**src/rtl/wes_defs.vh**
```
// Purpose: Offsets, field positions and reset values of the wake and
//          management status bank
// Assumes: Register byte address is four times its index
// Notes:   Definitions only
`ifndef WES_DEFS_VH
`define WES_DEFS_VH

// ----------------------------------------------------------------
// Register indices
// ----------------------------------------------------------------
`define WES_IDX_WAKE_EN 8'h0E
`define WES_IDX_RSVD 8'h0F
`define WES_IDX_STS1 8'h10
`define WES_IDX_EN1 8'h16
`define WES_IDX_WAKE_STS 8'h30
`define WES_IDX_WAKE_CTL 8'h31

// ----------------------------------------------------------------
// Reset values
// ----------------------------------------------------------------
`define WES_RST_WAKE_EN 8'h00
`define WES_RST_STS1 8'h02
`define WES_RST_EN1 8'h00
`define WES_RST_WAKE_STS 8'h00
`define WES_RST_WAKE_CTL 1'b0

// ----------------------------------------------------------------
// Status register one fields
// ----------------------------------------------------------------
`define WES_STS1_PAR 1
`define WES_STS1_SER2 2
`define WES_STS1_SER1 3
`define WES_STS1_FLOPPY 4
`define WES_STS1_MIDI 5
`define WES_STS1_WDOG 7
`define WES_STS1_MASK 8'hBE

// ----------------------------------------------------------------
// Wake control fields
// ----------------------------------------------------------------
`define WES_CTL_GLOBAL 0

`endif

```
**src/rtl/wes_wake_latch.v**
```verilog
// Purpose: Sticky wake status for port-5 pins and wake request gating
// Assumes: Pins synchronous to pclk; presetn is standby power-on reset
// Notes:   A rising pin edge in the clear cycle keeps its status bit set
`include "wes_defs.vh"

module wes_wake_latch #(
    parameter WIDTH = 8
) (
    input wire pclk,
    input wire presetn,
    input wire [WIDTH-1:0] pins,
    input wire [WIDTH-1:0] clear_mask,
    input wire [WIDTH-1:0] wake_enable,
    input wire global_enable,
    output wire [WIDTH-1:0] wake_status,
    output wire wake_request_n
);

    reg [WIDTH-1:0] pins_d_r;
    reg [WIDTH-1:0] status_r;
    wire [WIDTH-1:0] event_w;
    wire [WIDTH-1:0] status_nxt;

    // ----------------------------------------------------------------
    // Event capture
    // ----------------------------------------------------------------
    assign event_w = pins & ~pins_d_r;
    assign status_nxt = (status_r & ~clear_mask) | event_w;

    always @(posedge pclk or negedge presetn) begin
        if (!presetn) begin
            pins_d_r <= {WIDTH{1'b0}};
            status_r <= {WIDTH{1'b0}};
        end else begin
            pins_d_r <= pins;
            status_r <= status_nxt;
        end
    end

    // ----------------------------------------------------------------
    // Wake request
    // ----------------------------------------------------------------
    assign wake_status = status_r;
    assign wake_request_n = ~(global_enable & (|(status_r & wake_enable)));

endmodule // wes_wake_latch

```
**src/rtl/wes_mgmt_status.v**
```verilog
// Purpose: Live mirror of peripheral interrupt lines and group output
// Assumes: Sources are levels cleared at their peripheral
// Notes:   Status reflects sources one clock after they change
`include "wes_defs.vh"

module wes_mgmt_status (
    input wire pclk,
    input wire presetn,
    input wire other_reset,
    input wire parallel_port_active,
    input wire printer_acknowledge_n,
    input wire serial_port2_irq,
    input wire serial_port1_irq,
    input wire floppy_irq,
    input wire midi_port_irq,
    input wire watchdog_irq,
    input wire [7:0] enable_one,
    output wire [7:0] status_one,
    output wire group_mgmt_irq_n
);

    reg [7:0] status_r;
    reg [7:0] status_nxt;

    // ----------------------------------------------------------------
    // Source mirror
    // ----------------------------------------------------------------
    always @* begin
        status_nxt = 8'h00;
        status_nxt[`WES_STS1_PAR] = parallel_port_active ? printer_acknowledge_n : 1'b1;
        status_nxt[`WES_STS1_SER2] = serial_port2_irq;
        status_nxt[`WES_STS1_SER1] = serial_port1_irq;
        status_nxt[`WES_STS1_FLOPPY] = floppy_irq;
        status_nxt[`WES_STS1_MIDI] = midi_port_irq;
        status_nxt[`WES_STS1_WDOG] = watchdog_irq;
        if (other_reset) begin
            status_nxt[`WES_STS1_PAR] = 1'b1;
        end
    end

    always @(posedge pclk or negedge presetn) begin
        if (!presetn) begin
            status_r <= `WES_RST_STS1;
        end else begin
            status_r <= status_nxt & `WES_STS1_MASK;
        end
    end

    // ----------------------------------------------------------------
    // Group output
    // ----------------------------------------------------------------
    assign status_one = status_r;
    assign group_mgmt_irq_n = ~(|(status_r & enable_one & `WES_STS1_MASK));

endmodule // wes_mgmt_status

```
**src/rtl/wes_bank.v**
```verilog
// Purpose: APB register bank for port-5 wake enables and management
//          interrupt status one
// Assumes: presetn is the standby power-on reset; other resets are
//          synchronous inputs that leave the wake enables alone
// Notes:   Zero wait states; unmapped addresses answer with pslverr
//
// Summary of operation
// - Enabled wake status with global enable drives wake request low.
// - Disabled sources still record status but never drive wake request.
// - Eight-bit read/write wake enable at index 0E, bit n for pin n.
// - Wake enable clears only on standby power-on reset.
// - Index 0F is reserved and reads zero.
// - Status one at index 10; sources are cleared at the peripheral.
// - Bit 1 reads one while parallel port inactive, and follows acknowledge while active.
// - Status defaults 02; bit 1 forced one by every reset.
// - Bits 2..5 serial2, serial1, floppy, MIDI; bit 7 watchdog; 0,6 reserved.
// - Each status bit reaches group output only when enable one bit set.
//
// The APB interface to the registers was chosen for this implementation.
`include "wes_defs.vh"

module wes_bank #(
    parameter AW = 12
) (
    input wire pclk,
    input wire presetn,
    input wire psel,
    input wire penable,
    input wire pwrite,
    input wire [AW-1:0] paddr,
    input wire [31:0] pwdata,
    input wire [3:0] pstrb,
    output wire pready,
    output wire pslverr,
    output wire [31:0] prdata,
    input wire main_por_n,
    input wire hard_reset,
    input wire soft_reset,
    input wire [7:0] gpio_port5,
    input wire parallel_port_active,
    input wire printer_acknowledge_n,
    input wire serial_port2_irq,
    input wire serial_port1_irq,
    input wire floppy_irq,
    input wire midi_port_irq,
    input wire watchdog_irq,
    output wire wake_request_n,
    output wire group_mgmt_irq_n
);

    // ----------------------------------------------------------------
    // Address decode
    // ----------------------------------------------------------------
    function hit;
        input [AW-1:0] addr;
        input [7:0] idx;
        begin
            hit = (addr == {{(AW-10){1'b0}}, idx, 2'b00});
        end
    endfunction

    wire sel_wake_en = hit(paddr, `WES_IDX_WAKE_EN);
    wire sel_rsvd = hit(paddr, `WES_IDX_RSVD);
    wire sel_sts1 = hit(paddr, `WES_IDX_STS1);
    wire sel_en1 = hit(paddr, `WES_IDX_EN1);
    wire sel_wake_sts = hit(paddr, `WES_IDX_WAKE_STS);
    wire sel_wake_ctl = hit(paddr, `WES_IDX_WAKE_CTL);
    wire mapped = sel_wake_en | sel_rsvd | sel_sts1 | sel_en1 | sel_wake_sts | sel_wake_ctl;

    wire setup = psel & ~penable;
    wire access = psel & penable;
    wire wr = access & pwrite & pstrb[0];

    // ----------------------------------------------------------------
    // Registers
    // ----------------------------------------------------------------
    reg [7:0] wake_enable_port5_r;
    reg [7:0] mgmt_irq_enable_one_r;
    reg wake_global_enable_r;
    reg [31:0] prdata_r;
    reg [31:0] prdata_nxt;
    wire [7:0] wake_status;
    wire [7:0] status_one;
    wire [7:0] wake_clear = (wr && sel_wake_sts) ? pwdata[7:0] : 8'h00;
    wire other_reset = ~main_por_n | hard_reset | soft_reset;

    always @(posedge pclk or negedge presetn) begin
        if (!presetn) begin
            wake_enable_port5_r <= `WES_RST_WAKE_EN;
            mgmt_irq_enable_one_r <= `WES_RST_EN1;
            wake_global_enable_r <= `WES_RST_WAKE_CTL;
        end else begin
            if (wr && sel_wake_en) begin
                wake_enable_port5_r <= pwdata[7:0];
            end
            if (wr && sel_en1) begin
                mgmt_irq_enable_one_r <= pwdata[7:0] & `WES_STS1_MASK;
            end
            if (wr && sel_wake_ctl) begin
                wake_global_enable_r <= pwdata[`WES_CTL_GLOBAL];
            end
        end
    end

    // ----------------------------------------------------------------
    // Read path
    // ----------------------------------------------------------------
    always @* begin
        prdata_nxt = 32'h0000_0000;
        if (sel_wake_en) begin
            prdata_nxt[7:0] = wake_enable_port5_r;
        end else if (sel_rsvd) begin
            prdata_nxt = 32'h0000_0000;
        end else if (sel_sts1) begin
            prdata_nxt[7:0] = status_one;
        end else if (sel_en1) begin
            prdata_nxt[7:0] = mgmt_irq_enable_one_r;
        end else if (sel_wake_sts) begin
            prdata_nxt[7:0] = wake_status;
        end else if (sel_wake_ctl) begin
            prdata_nxt[`WES_CTL_GLOBAL] = wake_global_enable_r;
        end
    end

    always @(posedge pclk or negedge presetn) begin
        if (!presetn) begin
            prdata_r <= 32'h0000_0000;
        end else if (setup) begin
            prdata_r <= prdata_nxt;
        end
    end

    assign pready = 1'b1;
    assign pslverr = access & ~mapped;
    assign prdata = prdata_r;

    // ----------------------------------------------------------------
    // Sub-blocks; status one has no write path
    // ----------------------------------------------------------------
    wes_wake_latch #(
        .WIDTH(8)
    ) u_wake (
        .pclk(pclk),
        .presetn(presetn),
        .pins(gpio_port5),
        .clear_mask(wake_clear),
        .wake_enable(wake_enable_port5_r),
        .global_enable(wake_global_enable_r),
        .wake_status(wake_status),
        .wake_request_n(wake_request_n)
    );

    wes_mgmt_status u_mgmt (
        .pclk(pclk),
        .presetn(presetn),
        .other_reset(other_reset),
        .parallel_port_active(parallel_port_active),
        .printer_acknowledge_n(printer_acknowledge_n),
        .serial_port2_irq(serial_port2_irq),
        .serial_port1_irq(serial_port1_irq),
        .floppy_irq(floppy_irq),
        .midi_port_irq(midi_port_irq),
        .watchdog_irq(watchdog_irq),
        .enable_one(mgmt_irq_enable_one_r),
        .status_one(status_one),
        .group_mgmt_irq_n(group_mgmt_irq_n)
    );

endmodule // wes_bank

```
**config.mk**
```make
export PLATFORM = sky130hd
export DESIGN_NAME = wes_bank
export DESIGN_NICKNAME = d
export VERILOG_FILES = /design/src/rtl/wes_wake_latch.v /design/src/rtl/wes_mgmt_status.v /design/src/rtl/wes_bank.v
export VERILOG_INCLUDE_DIRS = /design/src /design/src/rtl
export SDC_FILE = /design/constraint.sdc
export NUM_CORES = 1
export LEC_CHECK = 0
export BUFFER_PORTS_ARGS = -buffer_cell sky130_fd_sc_hd__buf_2
export CAP_MARGIN = 15
export CORE_MARGIN = 2
export CORE_UTILIZATION = 46
export DETAILED_ROUTE_END_ITERATION = 10
export GPL_TIMING_DRIVEN = 0
export PLACE_DENSITY_LB_ADDON = 0.08
export SLEW_MARGIN = 20
export SYNTH_ARGS = -nofsm -noshare
export SYNTH_HDL_FRONTEND = slang
export SYNTH_SLANG_ARGS = --single-unit
```
**constraint.sdc**
```tcl
create_clock -name pclk -period 2.3 [get_ports pclk]
set_input_delay 0.46 -clock pclk [delete_from_list [all_inputs] [get_ports pclk]]
set_output_delay 0.46 -clock pclk [all_outputs]
set_load 0.05 [all_outputs]
```
Yosys cells after proc, flatten, opt, wreduce, memory -nomap -nowiden
Index checks and enable logic that the tools add are counted.
{"block": "totals", "regBits": 45, "in_bits": 71, "wordCells": 54}
{"block": "classes", "muxes": 10, "n_reduce_logical": 6, "n_bitwise": 25, "eq_ne": 6}
{"operator": "$mux 8", "n": 5}
{"operator": "$and 8x8->8", "n": 4}
{"operator": "$eq 12x6->1 const B", "n": 2}
{"operator": "$eq 12x7->1 const B", "n": 2}
{"operator": "$eq 12x8->1 const B", "n": 2}
{"operator": "$not 8->8", "n": 2}
{"operator": "$or 8x8->8", "n": 1}
{"operator": "$reduce_or 8->1", "n": 1}
{"operator": "$mux 7", "n": 1}
{"operator": "$or 1x1->1", "n": 7}
{"operator": "$and 1x1->1", "n": 6}
{"operator": "$reduce_or 6->1", "n": 1}
{"operator": "$not 1->1", "n": 5}
{"operator": "$logic_and 1x1->1", "n": 4}
{"operator": "$mux 1", "n": 4}

Longest topological paths before layout
{"block": "logic_depth", "word_depth": 8, "depth_mapped": 7, "ltp_nobuf": 4}

By module
Synthesis repeated with hierarchy kept, for this count alone.
{"block": "unflattened", "hier_cells": 224, "hier_area_um2": 2322.2}
{"mod": "wes_bank", "area_per_inst_um2": 1552.7, "cells_per_inst": 165, "n_inst": 1}
{"mod": "wes_wake_latch", "area_per_inst_um2": 561.8, "cells_per_inst": 45, "n_inst": 1}
{"mod": "wes_mgmt_status", "area_per_inst_um2": 207.7, "cells_per_inst": 14, "n_inst": 1}

Worst setup path before layout
Ideal clock, no wire load.
{"block": "synth_timing", "path_type": "reg-to-output", "startpoint": "register u_mgmt.status_r[5], in the netlist u_mgmt.status_one[5]", "endpoint": "output port group_mgmt_irq_n", "path_buffers": 0, "t_required_ns": 1.840, "t_arrival_ns": 1.783, "setup_slack_ns": 0.057, "stages_incl_launch_ff": 4, "path_cell_list": "dfrtp_1 -> a22oi_1 -> nand2_1 -> a221oi_1"}
{"block": "synth_via", "elab_chain_len": 3}
{"item": "start: declaration", "line": "wes_mgmt_status.v:22", "rtl": "reg [7:0] status_r;"}
{"item": "start signal: assignment", "line": "wes_mgmt_status.v:43", "rtl": "status_r <= `WES_RST_STS1;"}
{"item": "start signal: assignment", "line": "wes_mgmt_status.v:45", "rtl": "status_r <= status_nxt & `WES_STS1_MASK;"}
{"item": "$and 8x8->8", "line": "wes_mgmt_status.v:53", "rtl": "assign group_mgmt_irq_n = ~(|(status_r & enable_one & `WES_STS1_MASK));"}
{"item": "$reduce_or 6->1", "line": "wes_mgmt_status.v:53"}
{"item": "$not 1->1", "line": "wes_mgmt_status.v:53"}
{"item": "end: declaration", "line": "wes_bank.v:48", "rtl": "output wire group_mgmt_irq_n"}
Every way passes these cells.

Final worst setup path
{"block": "layout_timing", "startpoint": "input port paddr[11]", "endpoint": "output port pslverr"}
{"block": "layout_via", "elab_chain_len": 8}
{"item": "start: declaration", "line": "wes_bank.v:30", "rtl": "input wire [AW-1:0] paddr,"}
{"item": "$eq 12x6->1", "line": "wes_bank.v:58", "rtl": "hit = (addr == {{(AW-10){1'b0}}, idx, 2'b00});"}
{"item": "$or 1x1->1 (4 in a row)", "line": "wes_bank.v:68", "rtl": "wire mapped = sel_wake_en | sel_rsvd | sel_sts1 | sel_en1 | sel_wake_sts | sel_wake_ctl;"}
{"item": "$or 1x1->1 *", "line": "wes_bank.v:68"}
{"item": "$not 1->1 *", "line": "wes_bank.v:134", "rtl": "assign pslverr = access & ~mapped;"}
{"item": "$and 1x1->1 *", "line": "wes_bank.v:134"}
{"item": "end: declaration", "line": "wes_bank.v:34", "rtl": "output wire pslverr,"}
Every way passes the cells marked *; elsewhere a longest branch is shown, timed or not.

==> run_results.csv <==
group,metric,value,unit
global_routing,antenna_found_initial,0,
sta,clock.fmax,444,MHz
power_and_ir_drop,powerDensity,554,nW/um^2
finish,area_growth,23.2,%
outcome,outcome,"completed",
worst_setup_path,cp_data_required_time,1.84,ns
power_and_ir_drop,comb_power_share,15.5,%
worst_setup_path,path_class,"in2out",
sta,worstMarginPinSlew,0.800,ns
route,via_count,1792,
route,wirelength,4.89,mm
route,drt_iter0_drc,112,
worst_setup_path,crit_arrival,1.79,ns
power_and_ir_drop,switching_share,27.0,%
route,avgRoutedWirePerCell,14.2,um
placement,dpl_cell_area,2660,sq um
sta,rsz0062_at_grt,"no",
route,postRouteAntennaNets,0,
worst_setup_path,crit_path_end_kind,"output port",
power_and_ir_drop,p_clk_share,31.6,%
power_and_ir_drop,switchingPower,0.412,mW
clock_tree,postCtsSetupRepairBufs,0,
worst_setup_path,start_kind,"primary input",
clock_tree,cts_tree,"done",
global_routing,grt_start_max_net_pins,46,
clock_tree,clockBufferDepth,2,
route,drc,0,
yosys,syn_area,2240,sq um
floorplanning,die_x,73.7,um
sta,finalHoldViolCount,0,
clock_tree,clkLatencyLatePin,0.29,ns
sta,hold-worst-slack,0.162,ns
clock_tree,cts_root_buf,"clkbuf_8",
placement,gp_congestion,0.802,
finish,final_common_cell,"buf_2",
sta,final.min_clock_period,2.25,ns
worst_setup_path,reg2reg_slack,1.24,ns
run,drv_cap,0,
placement,dp_hpwl,3.65,mm
clock_tree,htree_num_levels,2,
global_routing,grt_pass1_vias,1612,
sta,skew,0.00737,ns
yosys,synth.distinct_cells,37,
yosys,ys.flop_type,"dfrtp_1",
worst_setup_path,worst-path-max-fanout,3,
sta,max_slew_margin,46.2,%
placement,port_buffers,53,
yosys,synth_warnings,0,
clock_tree,cts_buffers,5,
finish,fin_area,2750,sq um
global_routing,grt_pass1_wl,7.82,mm
clock_tree,cts_resized,1,
route,viasPerCell,5.21,
clock_tree,cts.sinks,45,
floorplanning,start_util,47.7,%
power_and_ir_drop,intPower,1.11,mW
global_routing,gr-usage-all-layers,19.4,%
worst_setup_path,reg2reg_depth,3,
floorplanning,dieArea,5430,sq um
global_routing,overflow,0,
floorplanning,core_area,4690,sq um
floorplanning,die_height,73.7,um
power_and_ir_drop,vdd_drop_max,438,uV
floorplanning,ioPinCount,107,
yosys,synth_cells,207,
worst_setup_path,r2r_end,"prdata[0]",
sta,fin_crit_sh,98.0,%
yosys,synthArstFlopShare,100,%
power_and_ir_drop,leakagePower,1.41,nW
finish,finalNetCount,361,
yosys,synth-seq-cells,45,
clock_tree,postCtsHoldBufs,0,
yosys,seq_area_frac_synth,50.4,%
worst_hold_path,hp-class,"in2async",
finish,diodes,0,
sta,setup_viol,0,
yosys,synth-edff-count,0,
power_and_ir_drop,p_seq_share,52.9,%
route,firstDrtPassIters,4,
finish,final_cell_mix,"buf_2, dfrtp_1, buf_4, conb_1, nand2_1",
sta,finalMaxSlewViolations,0,
floorplanning,rows,25,
finish,drive_gt1_share,33.1,%
yosys,avgSynthCellArea,10.8,sq um
worst_setup_path,r2r-start,"u_wake.wake_status[0]",
clock_tree,path_clk_slew,0.08,ns
[per-stage QoR]
step           utilization [%]  worst slack, ns  power (mW)  TNS, ns  cells
2_1_floorplan                -           0.0571       0.983        0    230
3_3_place_gp              56.6          -0.0159        1.06  -0.0159    337
3_5_place_dp              56.6         -0.00868        1.06  -0.0363    337
4_1_cts                   58.5           0.0321        1.54        0    344
5_1_grt                   58.7          0.00655        1.59        0    344
6_report                  58.7           0.0457        1.53        0    344
[per-layer routing]
metal | vias up | wire [um] | GRT usage [%]
met5 | - | 0 | 0
met4 | 0 | 99 | 8.08
met3 | 9 | 346 | 4.12
met2 | 71 | 2300 | 30.5
met1 | 850 | 2150 | 26.0
li1 | 862 | - | -
[registers in the layout (all words and copies together), names as in the netlist]
name / cells
wake_enable_port5_r: 8
u_wake.pins_d_r: 8
mgmt_irq_enable_one_r: 6
wake_global_enable_r: 1
u_wake.wake_status: 8
u_mgmt.status_one: 6
prdata: 8
[worst max path at each step]
stage / from / slack, ns / to
after global routing: paddr[11] / 0.007 / pslverr
after CTS: paddr[11] / 0.03 / pslverr
after floorplan: u_mgmt.status_one[5] / 0.06 / group_mgmt_irq_n
after global placement: paddr[11] / -0.02 / pslverr
final: paddr[11] / 0.05 / pslverr
after detailed placement: paddr[11] / -0.009 / pslverr
[cell type report]
type | count | area [sq um]
clock buffers | 7 | 86.3
flip-flops and latches | 45 | 1130
plain buffers | 31 | 214
fillers | 415 | 1940
inverters | 10 | 37.5
multi-input cells | 144 | 951
repair buffers | 53 | 270
well taps | 54 | 67.6
[logic make-up after synthesis]
kind of cell / Yosys count / share of synthesized area, %
simple gates: 60 / 16.3
mux: 16 / 8.06
flops: 45 / 50.4
other cells: 2 / 0.336
compound gates: 43 / 13.7
buf+inv: 41 / 11.2
[synthesized netlist by cell type (all sizes together) (2+ instances only)]
cell	n	area, sq um
nor4	3	40.0
o21ai	8	40.0
nand2b	3	18.8
clkbuf	2	7.51
a22o	8	70.1
o211ai	6	45.0
dfrtp	44	1100
nor3	4	31.3
nand3	11	55.1
buf	29	206
or4	2	22.5
a2bb2oi	6	52.6
nor2b	2	12.5
nand4	5	37.5
inv	10	37.5
nor2	3	11.3
nor3b	2	15.0
conb	2	7.51
a21oi	7	35.0
nand2	19	71.3
a22oi	6	45.0
and4	2	17.5
and2	2	12.5
mux2	16	180
[worst max-delay path, cell delays in order]
cell and delay [ns]:
buf_2 0.11, or4_4 0.59, nor2_4 0.13, nand4_1 0.09, and4_1 0.21, clkbuf_4 0.21
[power by group through the flow]
stage / sequential (mW) / clock (mW) / combinational [mW]
after CTS: 0.808 / 0.500 / 0.234
final: 0.808 / 0.482 / 0.236
after global routing: 0.809 / 0.530 / 0.255
after floorplan: 0.822 / 0 / 0.161
after detailed placement: 0.824 / 0 / 0.233
after global placement: 0.823 / 0 / 0.232
(Power assumes the default switching activity.)
